$ cat src/rtl/sxm_map.vh
/*
 * Register offsets, field positions, reset values and frame geometry
 * for the transfer, monitor and signaling register group.
 * Assumes a demultiplexed 4-bit register address on the host port.
 */
`ifndef SXM_MAP_VH
`define SXM_MAP_VH

// ------------------------------------------------------------
// Register offsets
// ------------------------------------------------------------
`define SXM_OFF_RX_ADDR_B 4'h6
`define SXM_OFF_TX_ADDR_A 4'h7
`define SXM_OFF_TX_ADDR_B 4'h8
`define SXM_OFF_XFER_CTRL 4'h9
`define SXM_OFF_MON_ADDR 4'ha
`define SXM_OFF_MON_FIFO 4'hb
`define SXM_OFF_SIG_FIFO 4'hc

// ------------------------------------------------------------
// Fields and reset values
// ------------------------------------------------------------
`define SXM_BIT_IF_SEL 7
`define SXM_BIT_EN_B 7
`define SXM_BIT_EN_A 6
`define SXM_BIT_SEARCH_ON 6
`define SXM_TYPE_NONE 3'h0
`define SXM_RST_ADDR 8'h00
`define SXM_RST_CTRL 8'h00
`define SXM_RST_ACTIVE_IND 8'h00
`define SXM_EMPTY_READ 8'h00

// ------------------------------------------------------------
// Buffer depths and frame geometry
// ------------------------------------------------------------
`define SXM_MON_DEPTH 16
`define SXM_MON_AW 4
`define SXM_SIG_DEPTH 9
`define SXM_SIG_AW 4
`define SXM_FRAME_CW 10

`endif

$ cat src/rtl/sxm_fifo.v
/*
 * Small first-in first-out store with a synchronous clear.
 * Assumes one clock; the head word is visible while not empty.
 */
`timescale 1ns/1ps
module sxm_fifo #(
    parameter W = 8,
    parameter DEPTH = 16,
    parameter AW = 4
) (
    input wire sys_clk,
    input wire reset,
    input wire clear,
    input wire push,
    input wire [W-1:0] push_data,
    input wire pop,
    output wire [W-1:0] head,
    output wire empty,
    output wire full
);
    reg [W-1:0] mem [0:DEPTH-1];
    reg [AW-1:0] rd_q;
    reg [AW-1:0] wr_q;
    reg [AW:0] cnt_q;
    wire do_push;
    wire do_pop;

    function [AW-1:0] ptr_next;
        input [AW-1:0] p;
        begin
            if (p == DEPTH - 1)
                ptr_next = {AW{1'b0}};
            else
                ptr_next = p + 1'b1;
        end
    endfunction

    assign empty = (cnt_q == {(AW+1){1'b0}});
    assign full = (cnt_q == DEPTH);
    assign head = mem[rd_q];
    assign do_pop = pop & ~empty;
    // A full store takes a new word only when one leaves in the same cycle.
    assign do_push = push & (~full | do_pop);

    always @(posedge sys_clk) begin
        if (do_push)
            mem[wr_q] <= push_data;
    end

    always @(posedge sys_clk) begin
        if (reset || clear) begin
            rd_q <= {AW{1'b0}};
            wr_q <= {AW{1'b0}};
            cnt_q <= {(AW+1){1'b0}};
        end else begin
            if (do_push)
                wr_q <= ptr_next(wr_q);
            if (do_pop)
                rd_q <= ptr_next(rd_q);
            if (do_push && !do_pop)
                cnt_q <= cnt_q + 1'b1;
            else if (do_pop && !do_push)
                cnt_q <= cnt_q - 1'b1;
        end
    end
endmodule

$ cat src/rtl/sxm_slot_timer.v
/*
 * Serial frame timer: synchronises the link clock and frame sync,
 * finds link clock edges and counts bits and time slots.
 * Assumes the link clock is at most a quarter of sys_clk.
 */
`timescale 1ns/1ps
`include "sxm_map.vh"
module sxm_slot_timer (
    input wire sys_clk,
    input wire reset,
    input wire link_clk,
    input wire link_fsc,
    output wire rise_tick,
    output wire fall_tick,
    output wire [6:0] slot,
    output wire [2:0] bit_idx
);
    reg clk_m_q;
    reg clk_s_q;
    reg clk_p_q;
    reg fsc_m_q;
    reg fsc_s_q;
    reg [`SXM_FRAME_CW-1:0] cnt_q;

    assign rise_tick = clk_s_q & ~clk_p_q;
    assign fall_tick = ~clk_s_q & clk_p_q;
    assign slot = cnt_q[`SXM_FRAME_CW-1:3];
    assign bit_idx = cnt_q[2:0];

    always @(posedge sys_clk) begin
        if (reset) begin
            clk_m_q <= 1'b0;
            clk_s_q <= 1'b0;
            clk_p_q <= 1'b0;
            fsc_m_q <= 1'b0;
            fsc_s_q <= 1'b0;
        end else begin
            clk_m_q <= link_clk;
            clk_s_q <= clk_m_q;
            clk_p_q <= clk_s_q;
            fsc_m_q <= link_fsc;
            fsc_s_q <= fsc_m_q;
        end
    end

    // Frame sync seen at a rising edge marks the next bit as frame bit 0.
    always @(posedge sys_clk) begin
        if (reset)
            cnt_q <= {`SXM_FRAME_CW{1'b0}};
        else if (rise_tick && fsc_s_q)
            cnt_q <= {`SXM_FRAME_CW{1'b0}};
        else if (rise_tick)
            cnt_q <= cnt_q + 1'b1;
    end
endmodule

$ cat src/rtl/sxm_regs.v
/*
 * Register group for two synchronous transfer channels, the monitor
 * channel handler with its data buffer, and the signaling change queue.
 * Assumes the host port strobes are one sys_clk wide and that the
 * command, data and control memory logic sit outside this block.
 */
`timescale 1ns/1ps
`include "sxm_map.vh"
module sxm_regs (
    input wire sys_clk,
    input wire reset,
    input wire [3:0] bus_addr,
    input wire [7:0] bus_wdata,
    input wire bus_wr,
    input wire bus_rd,
    output wire [7:0] bus_rdata,
    input wire link_clk,
    input wire link_fsc,
    input wire cfi_din,
    output wire cfi_dout,
    output wire cfi_dout_oe,
    input wire pcm_din,
    output wire pcm_dout,
    output wire pcm_dout_oe,
    input wire [7:0] sync_data_a,
    input wire [7:0] sync_data_b,
    output wire [7:0] sync_rx_b_data,
    output wire sync_rx_b_stb,
    output wire mem_access_busy,
    input wire search_cmd,
    output wire active_found,
    input wire mon_tx_en,
    input wire mon_rx_en,
    input wire mon_fifo_reset,
    output wire mon_fifo_empty,
    output wire mon_fifo_full,
    output wire [1:0] mon_xfer_ctrl,
    input wire sig_change_stb,
    input wire [6:0] sig_change_addr,
    input wire sig_fifo_reset,
    output wire sig_fifo_empty
);
    // ------------------------------------------------------------
    // Declarations
    // ------------------------------------------------------------
    localparam [7:0] ind_rst = `SXM_RST_ACTIVE_IND;
    reg [7:0] rx_addr_b_q;
    reg [7:0] tx_addr_a_q;
    reg [7:0] tx_addr_b_q;
    reg [7:0] xfer_ctrl_q;
    reg [7:0] sub_addr_q;
    reg search_on_q;
    reg [5:0] found_addr_q;
    reg found_q;
    reg [7:0] rdata_q;
    reg cfi_m_q;
    reg cfi_s_q;
    reg pcm_m_q;
    reg pcm_s_q;
    reg [6:0] rx_sh_b_q;
    reg [7:0] rx_b_data_q;
    reg rx_b_stb_q;
    reg [6:0] mon_sh_q;
    reg [7:0] mon_tx_q;
    reg cfi_dout_q;
    reg cfi_oe_q;
    reg pcm_dout_q;
    reg pcm_oe_q;
    reg busy_q;
    reg cfi_bit_d;
    reg cfi_oe_d;
    reg pcm_bit_d;
    reg pcm_oe_d;
    reg [7:0] mon_byte_d;

    wire rise_tick;
    wire fall_tick;
    wire [6:0] slot;
    wire [2:0] bit_idx;
    wire [2:0] pos;
    wire [2:0] type_a;
    wire [2:0] type_b;
    wire [7:0] mask_a;
    wire [7:0] mask_b;
    wire en_a;
    wire en_b;
    wire hit_rx_b;
    wire hit_tx_a;
    wire hit_tx_b;
    wire rx_b_bit;
    wire mon_hit;
    wire mx_hit;
    wire mon_push_rx;
    wire mon_pop_tx;
    wire mon_push;
    wire [7:0] mon_push_data;
    wire mon_pop;
    wire [7:0] mon_head;
    wire sig_pop;
    wire [6:0] sig_head;
    wire rd_mon;
    wire rd_sig;

    // ------------------------------------------------------------
    // Helpers
    // ------------------------------------------------------------
    function [7:0] type_mask;
        input [2:0] t;
        begin
            case (t)
                3'h1: type_mask = 8'hff;
                3'h2: type_mask = 8'h0f;
                3'h3: type_mask = 8'hf0;
                3'h4: type_mask = 8'h03;
                3'h5: type_mask = 8'h0c;
                3'h6: type_mask = 8'h30;
                3'h7: type_mask = 8'hc0;
                default: type_mask = 8'h00;
            endcase
        end
    endfunction

    // Type 000 is not allowed, so such a channel never takes a slot.
    function chan_hit;
        input en;
        input [2:0] t;
        input [7:0] addr;
        input [6:0] s;
        begin
            chan_hit = en && (t != `SXM_TYPE_NONE) && (addr[6:0] == s);
        end
    endfunction

    // ------------------------------------------------------------
    // Frame timing and input synchronisers
    // ------------------------------------------------------------
    sxm_slot_timer u_timer (
        .sys_clk(sys_clk),
        .reset(reset),
        .link_clk(link_clk),
        .link_fsc(link_fsc),
        .rise_tick(rise_tick),
        .fall_tick(fall_tick),
        .slot(slot),
        .bit_idx(bit_idx)
    );

    always @(posedge sys_clk) begin
        if (reset) begin
            cfi_m_q <= 1'b1;
            cfi_s_q <= 1'b1;
            pcm_m_q <= 1'b1;
            pcm_s_q <= 1'b1;
        end else begin
            cfi_m_q <= cfi_din;
            cfi_s_q <= cfi_m_q;
            pcm_m_q <= pcm_din;
            pcm_s_q <= pcm_m_q;
        end
    end

    // Bit 7 is the first bit of a slot on both interfaces.
    assign pos = 3'h7 - bit_idx;

    // ------------------------------------------------------------
    // Channel decode
    // ------------------------------------------------------------
    assign en_a = xfer_ctrl_q[`SXM_BIT_EN_A];
    assign en_b = xfer_ctrl_q[`SXM_BIT_EN_B];
    assign type_a = xfer_ctrl_q[2:0];
    assign type_b = xfer_ctrl_q[5:3];
    assign mask_a = type_mask(type_a);
    assign mask_b = type_mask(type_b);
    assign hit_rx_b = chan_hit(en_b, type_b, rx_addr_b_q, slot);
    assign hit_tx_a = chan_hit(en_a, type_a, tx_addr_a_q, slot);
    assign hit_tx_b = chan_hit(en_b, type_b, tx_addr_b_q, slot);
    assign rx_b_bit = rx_addr_b_q[`SXM_BIT_IF_SEL] ? cfi_s_q : pcm_s_q;

    // Monitor channels sit on the even slot of the subscriber pair.
    assign mon_hit = (slot == {sub_addr_q[5:0], 1'b0});
    // The handshake bit is the last bit of the odd slot of a pair.
    assign mx_hit = search_on_q && rise_tick && slot[0]
        && (bit_idx == 3'h7) && !cfi_s_q;

    // ------------------------------------------------------------
    // Host port
    // ------------------------------------------------------------
    assign rd_mon = bus_rd && (bus_addr == `SXM_OFF_MON_FIFO);
    assign rd_sig = bus_rd && (bus_addr == `SXM_OFF_SIG_FIFO);

    always @(posedge sys_clk) begin
        if (reset) begin
            rx_addr_b_q <= `SXM_RST_ADDR;
            tx_addr_a_q <= `SXM_RST_ADDR;
            tx_addr_b_q <= `SXM_RST_ADDR;
            xfer_ctrl_q <= `SXM_RST_CTRL;
            sub_addr_q <= `SXM_RST_ADDR;
        end else if (bus_wr) begin
            case (bus_addr)
                `SXM_OFF_RX_ADDR_B: rx_addr_b_q <= bus_wdata;
                `SXM_OFF_TX_ADDR_A: tx_addr_a_q <= bus_wdata;
                `SXM_OFF_TX_ADDR_B: tx_addr_b_q <= bus_wdata;
                `SXM_OFF_XFER_CTRL: xfer_ctrl_q <= bus_wdata;
                `SXM_OFF_MON_ADDR: sub_addr_q <= bus_wdata;
                default: ;
            endcase
        end
    end

    always @(posedge sys_clk) begin
        if (reset) begin
            rdata_q <= 8'h00;
        end else if (bus_rd) begin
            case (bus_addr)
                `SXM_OFF_RX_ADDR_B: rdata_q <= rx_addr_b_q;
                `SXM_OFF_TX_ADDR_A: rdata_q <= tx_addr_a_q;
                `SXM_OFF_TX_ADDR_B: rdata_q <= tx_addr_b_q;
                `SXM_OFF_XFER_CTRL: rdata_q <= xfer_ctrl_q;
                `SXM_OFF_MON_ADDR: begin
                    rdata_q <= {1'b0, search_on_q, found_addr_q};
                end
                `SXM_OFF_MON_FIFO: begin
                    rdata_q <= mon_fifo_empty ? `SXM_EMPTY_READ : mon_head;
                end
                `SXM_OFF_SIG_FIFO: begin
                    rdata_q <= sig_fifo_empty ? `SXM_EMPTY_READ
                        : {1'b1, sig_head};
                end
                default: rdata_q <= 8'h00;
            endcase
        end
    end

    assign bus_rdata = rdata_q;

    // ------------------------------------------------------------
    // Active channel search
    // ------------------------------------------------------------
    // A new search command outranks a find in the same cycle.
    always @(posedge sys_clk) begin
        if (reset) begin
            search_on_q <= ind_rst[`SXM_BIT_SEARCH_ON];
            found_addr_q <= ind_rst[5:0];
            found_q <= 1'b0;
        end else begin
            found_q <= 1'b0;
            if (search_cmd) begin
                search_on_q <= 1'b1;
            end else if (mx_hit) begin
                search_on_q <= 1'b0;
                found_addr_q <= slot[6:1];
                found_q <= 1'b1;
            end
        end
    end

    assign active_found = found_q;

    // ------------------------------------------------------------
    // Synchronous transfer, receive channel B
    // ------------------------------------------------------------
    always @(posedge sys_clk) begin
        if (reset) begin
            rx_sh_b_q <= 7'h00;
            rx_b_data_q <= 8'h00;
            rx_b_stb_q <= 1'b0;
        end else begin
            rx_b_stb_q <= 1'b0;
            if (rise_tick && hit_rx_b) begin
                rx_sh_b_q <= {rx_sh_b_q[5:0], rx_b_bit};
                if (bit_idx == 3'h7) begin
                    // Bits outside the channel type read as zero.
                    rx_b_data_q <= {rx_sh_b_q, rx_b_bit} & mask_b;
                    rx_b_stb_q <= 1'b1;
                end
            end
        end
    end

    assign sync_rx_b_data = rx_b_data_q;
    assign sync_rx_b_stb = rx_b_stb_q;

    // ------------------------------------------------------------
    // Transmit bit selection
    // ------------------------------------------------------------
    // Channel A wins a collision with channel B; the monitor handler
    // drives only where no synchronous channel holds the bit.
    always @* begin
        cfi_bit_d = 1'b1;
        cfi_oe_d = 1'b0;
        pcm_bit_d = 1'b1;
        pcm_oe_d = 1'b0;
        mon_byte_d = (bit_idx == 3'h0) ?
            (mon_fifo_empty ? mon_tx_q : mon_head) : mon_tx_q;
        if (hit_tx_a && mask_a[pos]) begin
            if (tx_addr_a_q[`SXM_BIT_IF_SEL]) begin
                cfi_bit_d = sync_data_a[pos];
                cfi_oe_d = 1'b1;
            end else begin
                pcm_bit_d = sync_data_a[pos];
                pcm_oe_d = 1'b1;
            end
        end else if (hit_tx_b && mask_b[pos]) begin
            if (tx_addr_b_q[`SXM_BIT_IF_SEL]) begin
                cfi_bit_d = sync_data_b[pos];
                cfi_oe_d = 1'b1;
            end else begin
                pcm_bit_d = sync_data_b[pos];
                pcm_oe_d = 1'b1;
            end
        end
        if (mon_tx_en && mon_hit && !cfi_oe_d) begin
            cfi_bit_d = mon_byte_d[pos];
            cfi_oe_d = 1'b1;
        end
    end

    always @(posedge sys_clk) begin
        if (reset) begin
            cfi_dout_q <= 1'b1;
            cfi_oe_q <= 1'b0;
            pcm_dout_q <= 1'b1;
            pcm_oe_q <= 1'b0;
            mon_tx_q <= 8'h00;
        end else if (fall_tick) begin
            cfi_dout_q <= cfi_bit_d;
            cfi_oe_q <= cfi_oe_d;
            pcm_dout_q <= pcm_bit_d;
            pcm_oe_q <= pcm_oe_d;
            // Past the message end the last byte repeats; its value
            // carries no meaning for either side.
            if (mon_tx_en && mon_hit && bit_idx == 3'h0)
                mon_tx_q <= mon_byte_d;
        end
    end

    assign cfi_dout = cfi_dout_q;
    assign cfi_dout_oe = cfi_oe_q;
    assign pcm_dout = pcm_dout_q;
    assign pcm_dout_oe = pcm_oe_q;

    // ------------------------------------------------------------
    // Memory access busy
    // ------------------------------------------------------------
    always @(posedge sys_clk) begin
        if (reset)
            busy_q <= 1'b0;
        else if (rise_tick || fall_tick)
            busy_q <= hit_rx_b | hit_tx_a | hit_tx_b;
    end

    assign mem_access_busy = busy_q;

    // ------------------------------------------------------------
    // Monitor data buffer
    // ------------------------------------------------------------
    always @(posedge sys_clk) begin
        if (reset)
            mon_sh_q <= 7'h00;
        else if (rise_tick && mon_rx_en && mon_hit)
            mon_sh_q <= {mon_sh_q[5:0], cfi_s_q};
    end

    assign mon_push_rx = rise_tick && mon_rx_en && mon_hit
        && (bit_idx == 3'h7);
    assign mon_pop_tx = fall_tick && mon_tx_en && mon_hit && !cfi_oe_q
        && !hit_tx_a && !hit_tx_b && (bit_idx == 3'h0);
    // A received byte takes the push port before a host write.
    assign mon_push = mon_push_rx
        || (bus_wr && bus_addr == `SXM_OFF_MON_FIFO);
    assign mon_push_data = mon_push_rx ? {mon_sh_q, cfi_s_q} : bus_wdata;
    assign mon_pop = mon_pop_tx || rd_mon;

    sxm_fifo #(
        .W(8),
        .DEPTH(`SXM_MON_DEPTH),
        .AW(`SXM_MON_AW)
    ) u_mon_fifo (
        .sys_clk(sys_clk),
        .reset(reset),
        .clear(mon_fifo_reset),
        .push(mon_push),
        .push_data(mon_push_data),
        .pop(mon_pop),
        .head(mon_head),
        .empty(mon_fifo_empty),
        .full(mon_fifo_full)
    );

    assign mon_xfer_ctrl = sub_addr_q[7:6];

    // ------------------------------------------------------------
    // Signaling change queue
    // ------------------------------------------------------------
    // Entries are queued as given; an even address names a C/I change
    // and an odd one a SIG change. A change seen while full is dropped unless a read takes an entry in that cycle.
    assign sig_pop = rd_sig;

    sxm_fifo #(
        .W(7),
        .DEPTH(`SXM_SIG_DEPTH),
        .AW(`SXM_SIG_AW)
    ) u_sig_fifo (
        .sys_clk(sys_clk),
        .reset(reset),
        .clear(sig_fifo_reset),
        .push(sig_change_stb),
        .push_data(sig_change_addr),
        .pop(sig_pop),
        .head(sig_head),
        .empty(sig_fifo_empty),
        .full()
    );
endmodule

$ cat config.mk
export PLATFORM = sky130hd
export DESIGN_NAME = sxm_regs
export DESIGN_NICKNAME = d
export VERILOG_FILES = /design/src/rtl/sxm_fifo.v /design/src/rtl/sxm_slot_timer.v /design/src/rtl/sxm_regs.v
export VERILOG_INCLUDE_DIRS = /design/src /design/src/rtl
export SDC_FILE = /design/constraint.sdc
export NUM_CORES = 1
export LEC_CHECK = 0
export BUFFER_PORTS_ARGS = -buffer_cell sky130_fd_sc_hd__buf_2
export CAP_MARGIN = 10
export CORE_MARGIN = 3
export CORE_UTILIZATION = 60
export CTS_BUF_LIST = sky130_fd_sc_hd__clkbuf_4 sky130_fd_sc_hd__clkbuf_8 sky130_fd_sc_hd__clkbuf_16
export DETAILED_ROUTE_END_ITERATION = 8
export GPL_TIMING_DRIVEN = 0
export PLACE_DENSITY = 0.89
export SYNTH_ARGS = -nofsm -noshare
export SYNTH_HDL_FRONTEND = slang
export SYNTH_SLANG_ARGS = --single-unit
export TNS_END_PERCENT = 1
$ cat constraint.sdc
create_clock -name sys_clk -period 4.7 [get_ports sys_clk]
set_input_delay 0.94 -clock sys_clk [delete_from_list [all_inputs] [get_ports sys_clk]]
set_output_delay 0.94 -clock sys_clk [all_outputs]
set_load 0.01 [all_outputs]
; Word-level counts from Yosys, hierarchy flattened
; Memories as Yosys holds them, arrays and structs flattened. A register that Yosys moved wholly into a read port is not among the register bits.
; Cells that the tools add are included.
[op_classes]
multipliers = 0
bitwise = 19
n_reduce_logical = 65
shift = 0
muxes = 57
n_eq_ne = 32
addsub = 10
div_mod_pow = 0
magnitude_cmp = 1
[ops]
columns = op, n
row1 = $pmux W8 S7, 3
row2 = $mux W8, 5
row3 = $eq A4 B4 Y1 const B, 9
row4 = $logic_and A1 B1 Y1, 32
row5 = $mux W1, 32
row6 = $mux W4, 8
row7 = $eq A7 B7 Y1, 4
row8 = $eq A3 B3 Y1 const B, 9
row9 = $mux W5, 4
row10 = $add A4 B1 Y4 const B, 4
row11 = $reduce_and A2 Y1, 8
row12 = $bmux W1 S3, 5
row13 = $eq A3 B2 Y1 const B, 4
row14 = $add A10 B1 Y10 const B, 1
row15 = $add A5 B1 Y5 const B, 2
row16 = $logic_not A5 Y1, 2
row17 = $sub A5 B1 Y5 const B, 2
row18 = $logic_not A1 Y1, 9
row19 = $and A8 B8 Y8, 1
row20 = $eq A4 B3 Y1 const B, 2
row21 = $not A1 Y1, 8
row22 = $and A1 B1 Y1, 6
row23 = $eq A3 B1 Y1 const B, 2
row24 = $reduce_bool A2 Y1, 3
row25 = other kinds (9), 19
[totals]
ramBits = 191
n_memories = 2
word_cells = 221
in_bits = 49
rom_bits = 0
output_inout_bits = 28
ff_bits = 137
latchBits = 0
[memory_table]
columns = name, depth, width, read_ports, rd_ports_with_merged_regs, wr, line
row1 = u_mon_fifo.mem, 16, 8, 1, 1, 1, sxm_fifo.v:21  ; reg [W-1:0] mem [0:DEPTH-1];
row2 = u_sig_fifo.mem, 9, 7, 1, 1, 1, sxm_fifo.v:21

; Depth between registers and ports, before layout
; Gate-level depths: netlist of the first run.
[logic_depth]
ltp_word = 16
mapped_depth = 18
mapped_depth_nobuf = 16

; Modules after synthesis
; From an unflattened synthesis of the first run, not the netlist that was laid out.
[hier_totals]
cells_unflattened = 1149
area_unflattened_um2 = 14725.4
[modules_own_cells]
columns = mod, area_per_inst_um2, seq_area_each_um2, cells_each, instances
row1 = sxm_fifo (u_mon_fifo), 5789.3, 4184.0, 317, 1
row2 = sxm_regs, 4942.2, 1921.8, 545, 1
row3 = sxm_fifo (u_sig_fifo), 3398.3, 2232.1, 226, 1
row4 = sxm_slot_timer, 595.6, 300.3, 61, 1

; Worst setup path after synthesis of the first run
; No wires, ideal clock.
[synth_path]
path_type = input-to-reg
startpoint = input bus_addr[1]
endpoint = register u_sig_fifo.cnt_q[4]
stages = 13
setup_ns = 0.071
n_path_buf = 0
path_slack_ns = 1.266
arrival_time_ns = 3.364
required_ns = 4.629
path_cell_list = nor2_1 -> o311a_1 -> nand2_1 -> a41o_1 -> inv_1 -> ha_1 -> inv_1 -> fa_1 -> a21o_1 -> a21oi_1 -> xnor2_1 -> or3_1 -> a21oi_1
[synth_between]
elab_chain_cells = 8
word_cells_on_any_way = 11
classes_between = 1 x eq/ne / 1 x mux / 3 x bitwise / 6 x reduce/logical
[synth_rtl]
columns = item, line
row1 = from (decl), sxm_regs.v:12  ; input wire [3:0] bus_addr,
row2 = $eq A4 B4 Y1 (*), -
row3 = $logic_and A1 B1 Y1 (*), sxm_regs.v:189  ; assign rd_sig = bus_rd && (bus_addr == `SXM_OFF_SIG_FIFO);
row4 = $and A1 B1 Y1 (*), sxm_fifo.v:41  ; assign do_pop = pop & ~empty;
row5 = $or A1 B1 Y1 (*), sxm_fifo.v:43  ; assign do_push = push & (~full | do_pop);
row6 = $and A1 B1 Y1 (*), sxm_fifo.v:43
row7 = net u_sig_fifo.do_push, sxm_fifo.v:25  ; wire do_push;
row8 = $logic_not A1 Y1, sxm_fifo.v:62  ; else if (do_pop && !do_push)
row9 = $logic_and A1 B1 Y1, sxm_fifo.v:62
row10 = $reduce_bool A2 Y1 (no source line), -
row11 = to (signal assigned), sxm_fifo.v:54  ; cnt_q <= {(AW+1){1'b0}};
row12 = to (signal assigned), sxm_fifo.v:61  ; cnt_q <= cnt_q + 1'b1;
row13 = to (signal assigned), sxm_fifo.v:63  ; cnt_q <= cnt_q - 1'b1;
row14 = to (decl), sxm_fifo.v:24  ; reg [AW:0] cnt_q;
; Mark *: on every way through the listed nets, which the timed path passes. The rest lies on a longest branch.
; A chain may end at the register's enable or synchronous reset.

; Worst setup path after layout of the first run
[layout_path]
startpoint = register u_timer.cnt_q[5]
endpoint = register u_mon_fifo.cnt_q[4]
[layout_between]
elab_chain_cells = 13
word_cells_on_any_way = 25
classes_between = 3 x eq/ne / 1 x mux / 3 x bitwise / 18 x reduce/logical
[layout_rtl]
columns = item, line
row1 = from (decl), sxm_slot_timer.v:23  ; reg [`SXM_FRAME_CW-1:0] cnt_q;
row2 = from (signal assigned), sxm_slot_timer.v:49  ; cnt_q <= {`SXM_FRAME_CW{1'b0}};
row3 = from (signal assigned), sxm_slot_timer.v:51  ; cnt_q <= {`SXM_FRAME_CW{1'b0}};
row4 = from (signal assigned), sxm_slot_timer.v:53  ; cnt_q <= cnt_q + 1'b1;
row5 = $eq A7 B7 Y1 (on tied branches), "sxm_regs.v:180, sxm_regs.v:130"
row6 = $logic_and A1 B1 Y1 (on tied branches), "sxm_regs.v:366, sxm_regs.v:130"
row7 = $logic_and A1 B1 Y1 / $logic_not A1 Y1 (equally long branches), "sxm_regs.v:366, sxm_regs.v:367"
row8 = $logic_and A1 B1 Y1 (3 in a row), sxm_regs.v:367  ; && !hit_tx_a && !hit_tx_b && (bit_idx == 3'h0);
row9 = $logic_or A1 B1 Y1, sxm_regs.v:372  ; assign mon_pop = mon_pop_tx || rd_mon;
row10 = $and A1 B1 Y1, sxm_fifo.v:41
row11 = $or A1 B1 Y1, sxm_fifo.v:43
row12 = $and A1 B1 Y1 (*), sxm_fifo.v:43
row13 = net u_mon_fifo.do_push, sxm_fifo.v:25
row14 = $logic_not A1 Y1, sxm_fifo.v:62
row15 = $logic_and A1 B1 Y1, sxm_fifo.v:62
row16 = $reduce_bool A2 Y1 (no source line), -
row17 = to (signal assigned), sxm_fifo.v:54
row18 = to (signal assigned), sxm_fifo.v:61
row19 = to (signal assigned), sxm_fifo.v:63
row20 = to (decl), sxm_fifo.v:24
; Marked as above.

==> metrics.csv, run 1 <==
metric,value,unit
outcome,"complete, no violations",
Multi-input gate area,5590,sq um
"commonest non-fill, non-tap cells in the layout","edfxtp_1, dfxtp_1, nor2_1, buf_2, mux2i_1",
final hold violation count,0,
Setup CP Type,reg2reg,
mean post-synth cell area,12.8,sq um
Final Max Slew Viols,0,
arrival time worst endpoint,4.53,ns
I/O pin count,77,
TritonCTS clock tree,yes,
WP depth,15,
PD cells,370,nW/um^2
"most used cell, CP",a21oi_1,
Reg2Reg Depth,15,
CP top delay family,simple AND/OR/NAND/NOR gates,
DIE WIDTH,162,um
Core ar.,23700,sq um
Final period util,0.869,
fin crit period,4.08,ns
Layout Utilization,0.699,
detailed-route wire length,37300,um
"commonest non-fill, non-tap cell in the layout",edfxtp_1,
Slew HR,0.222,
Fin Setup TNS,0,ns
CP Launch Type,flip-flop,
CTS Hold Bufs,0,
n_diodes,0,
CTS H-tree depth,2,
starting utilization of the core area,0.617,
Area growth syn-to-layout,13.4,%
actual slew at the worst max-slew pin,1.16,ns
Die Y,162,um
"Largest stage delay, worst path",0.49,ns
Reg-to-Reg Start,u_timer.cnt_q[5],
layout cells sized above 1,0.185,
worst-path fanout max,10,
Yosys Warn Count,0,
# Max-Cap Violations,0,
syn_nets,1216,
worst skew pair latency,0.53,ns
total number of vias,10200,
Sequential Power Share,0.512,
Worst setup startpoint,u_timer.cnt_q[5],
Post-CTS Setup Inserts,0,
GPL Wtd Cong,0.955,
Max Fclk,0.245,GHz
power share of the combinational group,0.039,
clk root buf,clkbuf_16,
# port buffers,75,
crit end category,flip-flop,
cell breakdown of the critical path,buf_2 -> xor2_1 -> nor3_2 -> nand4_2 -> o21ai_0 -> o31a_1 -> buf_4 -> ha_1 -> inv_1 -> fa_1 -> a21o_1 -> a21oi_1 -> xnor2_1 -> or3_1 -> a21oi_1,
via/cell ratio,6.36,
HP Class,reg2reg,
final setup skew,0.0233,ns
antenna violations before repair,0,
VDD IR max,366,uV
post-cts sizing count,0,
FF-to-FF setup slack,0.62,ns
Row Count,56,
ys async rst share,0,
Initial DRC Count,1319,
final global-route overflow total,0,
Final setup viols,0,
total CTS buffers,35,
worst path bufs/invs,3,
switching power,1.31,mW
Static Leak,5.99,nW
Clock Path Buffers,3,
WP data required,5.14,ns
sw frac,0.214,
Netlist cell types,72,
clk slew on worst S/H paths,0.06,ns
Detail Route Antenna Nets,0,
DP Wirelength,24900,um
clock share of power,0.449,
first-pass GRT wire length,57000,um
CTS Sinks,336,
"Primary FF master, synth",edfxtp_1,
sequential share of the synthesized area,0.591,
Post-synth EDFFs,191,
vias in the first global route,9955,
routed length per placed instance,23.3,um
gate count of the mapped netlist,1141,
Synth Register Bits,336,
Internal,4.82,mW
final net count,1329,
largest net degree at the start of global routing,17,
FF+latch area,8640,sq um
crit path max-delay cell type,nor3_2,
Critical Path End,u_mon_fifo.cnt_q[4],
reg-to-reg critical path endpoint,u_mon_fifo.cnt_q[4],
synthesized area,14600,sq um
GRT Total Usage,0.283,
DRC errors left,0,
die area,26300,sq um
drt first pass iters,8,
RSZ-0062 raised after global routing,no,
Layout fillers,1601,
==> power groups by stage <==
stage,Clock (mW),Combinational [mW],Sequential (mW)
floorplan,0,0.137,3.20
global placement,0,0.221,3.20
detailed placement,0,0.231,3.20
CTS,2.77,0.234,3.14
global route,2.88,0.259,3.14
finish,2.75,0.239,3.14
==> layout make-up <==
type,count,area share
plain buffers,68,0.0186
clock buffers,52,0.0632
clock inverters,11,0.00627
inverters,25,0.00566
multi-input cells,712,0.338
flip-flops and latches,336,0.521
well taps,319,0.0241
repair buffers,76,0.0231
==> metrics by stage <==
| stage | instance area, sq um | hold slack [ns] | setup slack [ns] | power, mW | cells |
|---|---|---|---|---|---|
| 6_report | 16600 | 0.416 | 0.616 | 6.13 | 1599 |
| 5_1_grt | 16600 | 0.427 | 0.315 | 6.28 | 1599 |
| 4_1_cts | 16600 | 0.420 | 0.618 | 6.14 | 1598 |
| 3_5_place_dp | 15400 | 0.408 | 0.427 | 3.43 | 1535 |
| 3_3_place_gp | 15400 | 0.399 | 0.541 | 3.42 | 1535 |
| 2_1_floorplan | 14600 | 0.389 | 1.27 | 3.34 | 1141 |
==> Yosys cell counts (10+ instances only) <==
master | n | area [sq um]
edfxtp_1 | 191 | 5740
dfxtp_1 | 145 | 2900
nor2_1 | 130 | 488
mux2i_1 | 75 | 751
nand2_1 | 72 | 270
a21oi_1 | 62 | 310
clkbuf_1 | 42 | 158
mux4_2 | 42 | 946
nand3_1 | 38 | 190
xor2_1 | 25 | 219
ha_1 | 24 | 300
inv_1 | 24 | 90.1
o21ai_0 | 23 | 115
xnor2_1 | 19 | 166
nor3_1 | 16 | 80.1
a22oi_1 | 15 | 113
buf_2 | 15 | 75.1
mux2_2 | 15 | 169
and2_1 | 13 | 81.3
mux4_1 | 12 | 315
nand4_1 | 11 | 68.8
nor2b_1 | 10 | 62.6
==> state kept, by name (all words and copies together) (netlist names), 5 cells and up, named ones only <==
name / flops
tx_addr_a_q: 8
u_mon_fifo.mem: 128
mon_sh_q: 7
sub_addr_q: 8
bus_rdata: 8
u_sig_fifo.cnt_q: 5
rx_addr_b_q: 8
u_mon_fifo.cnt_q: 5
mon_tx_q: 8
xfer_ctrl_q: 8
tx_addr_b_q: 8
rx_sh_b_q: 7
sync_rx_b_data: 8
u_timer.cnt_q: 10
found_addr_q: 6
u_sig_fifo.mem: 63
==> worst min path at each step <==
| stage | startpoint | to | slack, ns | depth (start not counted) |
|---|---|---|---|---|
| finish | pcm_m_q | pcm_s_q | 0.42 | 1 |
| global route | cfi_m_q | cfi_s_q | 0.43 | 1 |
| global placement | pcm_m_q | pcm_s_q | 0.40 | 1 |
| detailed placement | pcm_m_q | pcm_s_q | 0.41 | 1 |
| floorplan | cfi_m_q | cfi_s_q | 0.39 | 1 |
| CTS | cfi_m_q | cfi_s_q | 0.42 | 1 |
==> logic make-up after synthesis <==
logic type	synth area share
fa+ha+maj	0.0233
buf+inv	0.0275
compound gates	0.0708
flops	0.591
xor+xnor	0.0264
mux	0.149
simple gates	0.111
==> metal layers <==
metal	up-vias	wire, um	global-route usage	part of all wire
met1	4971	14400	0.371	0.39
li1	4469	-	-	-
met2	598	18400	0.472	0.49
met4	0	1650	0.116	0.044
met3	125	2910	0.0495	0.078
met5	-	0	0	0
(Power assumes the default switching activity.)
==> inputs of run 2 (changes only) <==
--- a/config.mk
+++ b/config.mk
@@ -6,6 +6,7 @@
 export SDC_FILE = /design/constraint.sdc
 export NUM_CORES = 1
 export LEC_CHECK = 0
+export ABC_AREA = 1
 export BUFFER_PORTS_ARGS = -buffer_cell sky130_fd_sc_hd__buf_2
 export CAP_MARGIN = 10
 export CORE_MARGIN = 3
==> run 2 against run 1 <==
Compared with the run above: via count increased by 26%; critical path type unchanged; first-iteration DRC count up 46%; synthesized area rose by 3.0%.
==> metrics.csv, run 2 <==
metric,value,unit,change
starting utilization of the core area,0.615,,was 0.617
worst skew pair latency,0.53,ns,about the same
Setup CP Type,reg2reg,,unchanged
Core ar.,24500,sq um,"was 23,700 sq um"
most instantiated cells after synthesis,"nand2_1, edfxtp_1, inv_1",,"was edfxtp_1, dfxtp_1, nor2_1"
mean post-synth cell area,9.04,sq um,was 12.8 sq um
Slew HR,0.261,,was 0.222
Initial DRC Count,1927,,"was 1,319"
DRC errors left,0,,unchanged
arrival time worst endpoint,4.23,ns,was 4.53 ns
"most used cell, CP",nor2_1,,was a21oi_1
ys async rst share,0,,unchanged
outcome,"complete, no violations",,unchanged
crit end category,flip-flop,,unchanged
Layout Utilization,0.702,,was 0.699
PD cells,374,nW/um^2,was 370 nW/um^2
Synth area leaders,"edfxtp_1, dfxtp_1, nand2_1",,"was edfxtp_1, dfxtp_1, mux4_2"
CTS Sinks,336,,unchanged
"commonest non-fill, non-tap cell in the layout",nand2_1,,was edfxtp_1
Row Count,57,,was 56
GPL Wtd Cong,1.00,,was 0.955
Top reg by flops,u_mon_fifo.mem,,unchanged
Detail Route Antenna Nets,0,,unchanged
GRT Total Usage,0.305,,was 0.283
DIE WIDTH,164,um,was 162 um
Final period util,0.814,,was 0.869
Yosys top cell by area,edfxtp_1,,unchanged
routed length per placed instance,19.4,um,was 23.3 um
Largest register FFs,128,,unchanged
final hold violation count,0,,unchanged
clk root buf,clkbuf_16,,unchanged
WP data required,5.11,ns,was 5.14 ns
via/cell ratio,6.01,,was 6.36
Final setup viols,0,,unchanged
worst-path fanout max,10,,unchanged
crit path max-delay cell type,fa_1,,was nor3_2
I/O pin count,77,,unchanged
Netlist cell types,46,,was 72
total CTS buffers,36,,was 35
Multi-input gate area,5370,sq um,was 5590 sq um
first-pass GRT wire length,64200,um,"was 57,000 um"
synthesized area,15100,sq um,"was 14,600 sq um"
Synth Register Bits,336,,unchanged
Layout fillers,1703,,"was 1,601"
Die Y,164,um,was 162 um
Post-synth EDFFs,191,,unchanged
Fin Setup TNS,0,ns,unchanged
RSZ-0062 raised after global routing,no,,unchanged
Clock Path Buffers,3,,unchanged
Worst setup startpoint,u_timer.cnt_q[1],,was u_timer.cnt_q[5]
Max Fclk,0.261,GHz,was 0.245 GHz
HP Class,reg2reg,,unchanged
final setup skew,0.0283,ns,was 0.0233 ns
Reg-to-Reg Start,u_timer.cnt_q[1],,was u_timer.cnt_q[5]
gate count of the mapped netlist,1665,,"was 1,141"
"Primary FF master, synth",edfxtp_1,,unchanged
final global-route overflow total,0,,unchanged
largest net degree at the start of global routing,17,,unchanged
syn_nets,1740,,"was 1,216"
CP top delay family,simple AND/OR/NAND/NOR gates,,unchanged
"commonest non-fill, non-tap cells in the layout","nand2_1, edfxtp_1, inv_1, nor2_1, nand3_1",,"was edfxtp_1, dfxtp_1, nor2_1, buf_2, mux2i_1"
actual slew at the worst max-slew pin,1.10,ns,was 1.16 ns
CP Launch Type,flip-flop,,unchanged
FF+latch area,8640,sq um,unchanged
# port buffers,74,,was 75
detailed-route wire length,41400,um,"was 37,300 um"
DP Wirelength,28200,um,"was 24,900 um"
layout cells sized above 1,0.120,,was 0.185
sequential share of the synthesized area,0.574,,was 0.591
HP Start,u_timer.fsc_m_q,,was pcm_m_q
antenna violations before repair,0,,unchanged
worst path bufs/invs,5,,was 3
final net count,1860,,"was 1,329"
Area growth syn-to-layout,14.0,%,was 13.4%
PnR Total Power,6.43,mW,was 6.13 mW
"Largest stage delay, worst path",0.47,ns,was 0.49 ns
vias in the first global route,12200,,"was 9,955"
# Max-Cap Violations,0,,unchanged
Largest regs,"u_mon_fifo.mem (128), u_sig_fifo.mem (63), u_timer.cnt_q (10)",,unchanged
cell breakdown of the critical path,buf_2 -> inv_2 -> clkbuf_1 -> ha_1 -> nand2_1 -> nor2_1 -> nand4_4 -> nor2_4 -> nand2_4 -> nand3_4 -> nand2_4 -> inv_8 -> ha_1 -> inv_1 -> fa_1 -> a21o_1 -> a21oi_1 -> nor2_1 -> nor2_1 -> nand2_1 -> o21ai_0 -> a21oi_1,,was buf_2 -> xor2_1 -> nor3_2 -> nand4_2 -> o21ai_0 -> o31a_1 -> buf_4 -> ha_1 -> inv_1 -> fa_1 -> a21o_1 -> a21oi_1 -> xnor2_1 -> or3_1 -> a21oi_1
Final Max Slew Viols,0,,unchanged
n_diodes,0,,unchanged
most common cell in the synthesized netlist,nand2_1,,was edfxtp_1
top cell type's share of synthesized area,0.381,,was 0.393
Post-CTS Setup Inserts,0,,unchanged
total number of vias,12800,,"was 10,200"
die area,27000,sq um,"was 26,300 sq um"
drt first pass iters,7,,was 8
TritonCTS clock tree,yes,,unchanged
CTS Hold Bufs,0,,unchanged
fin crit period,3.83,ns,was 4.08 ns
VDD IR max,381,uV,was 366 uV
CTS H-tree depth,2,,unchanged
clk slew on worst S/H paths,0.06,ns,about the same
post-cts sizing count,0,,unchanged
Static Leak,6.81,nW,was 5.99 nW
Yosys Warn Count,0,,unchanged
-- run 2: changes by cell type in the layout (fill, tap and decap cells not counted), moves of 15 or more --
| cell | before | now |
|---|---|---|
| a21oi_1 | 62 | 109 |
| mux2i_1 | 75 | 0 |
| a22oi_1 | 15 | 0 |
| inv_1 | 24 | 166 |
| mux2_2 | 15 | 0 |
| inv_2 | 0 | 16 |
| o21ai_0 | 23 | 118 |
| mux4_2 | 42 | 0 |
| nand3_1 | 38 | 150 |
| o22ai_1 | 3 | 34 |
| nor2_1 | 130 | 150 |
| nand2_1 | 72 | 336 |
-- run 2: layout make-up --
class                           count  area share
Buffer                             73      0.0192
Timing Repair Buffer               82      0.0262
Tap cell                          324      0.0236
Clock inverter                     17      0.0130
Multi-Input combinational cell   1069       0.313
Clock buffer                       49      0.0603
Sequential cell                   336       0.503
Inverter                          187      0.0415
-- run 2: power breakdown --
group | internal [mW] | leakage, nW | switching [mW]
sequential | 3.13 | 2.90 | 0.0175
combinational | 0.0818 | 3.30 | 0.195
clock | 1.83 | 0.617 | 1.17
-- run 2: worst register-to-register path: cells and delay by family (launching register included) --
family | cells | cell delay [ns]
DFF | 1 | 0.31
adders and majority gates | 3 | 0.90
and+or+nand+nor | 10 | 1.13
AOI/OAI and AO/OA | 4 | 0.56
buffers and inverters | 5 | 0.83
-- run 2: layer usage --
layer	routed length (um)	global-route usage
met5	0	0
met4	1340	0.114
met3	4750	0.0524
met2	19700	0.500
met1	15600	0.411
-- run 2: through the flow --
step | hold slack (ns) | std cells | area (sq um) | setup slack (ns)
finish | 0.417 | 2137 | 17200 | 0.874
global route | 0.435 | 2137 | 17200 | 0.617
CTS | 0.415 | 2137 | 17200 | 0.932
detailed placement | 0.407 | 2071 | 15900 | 0.804
global placement | 0.394 | 2063 | 15800 | 0.904
floorplan | 0.388 | 1665 | 15100 | 1.30
-- run 2: logic make-up after synthesis --
family	share of synthesized area
and+or+nand+nor	0.204
xor gates and xnor gates	0.0140
adders and majority gates	0.0226
DFF	0.574
buffers and inverters	0.0692
AOI/OAI and AO/OA	0.117
-- run 2: worst paths after layout --
| path | end | depth (start not counted) | slack [ns] |
|---|---|---|---|
| setup / recovery | u_mon_fifo.cnt_q[4] | 22 | 0.87 |
| hold reg to reg | u_timer.fsc_s_q | 2 | 0.42 |
| hold / removal | u_timer.fsc_s_q | 2 | 0.42 |
| setup reg to reg | u_mon_fifo.cnt_q[4] | 22 | 0.87 |
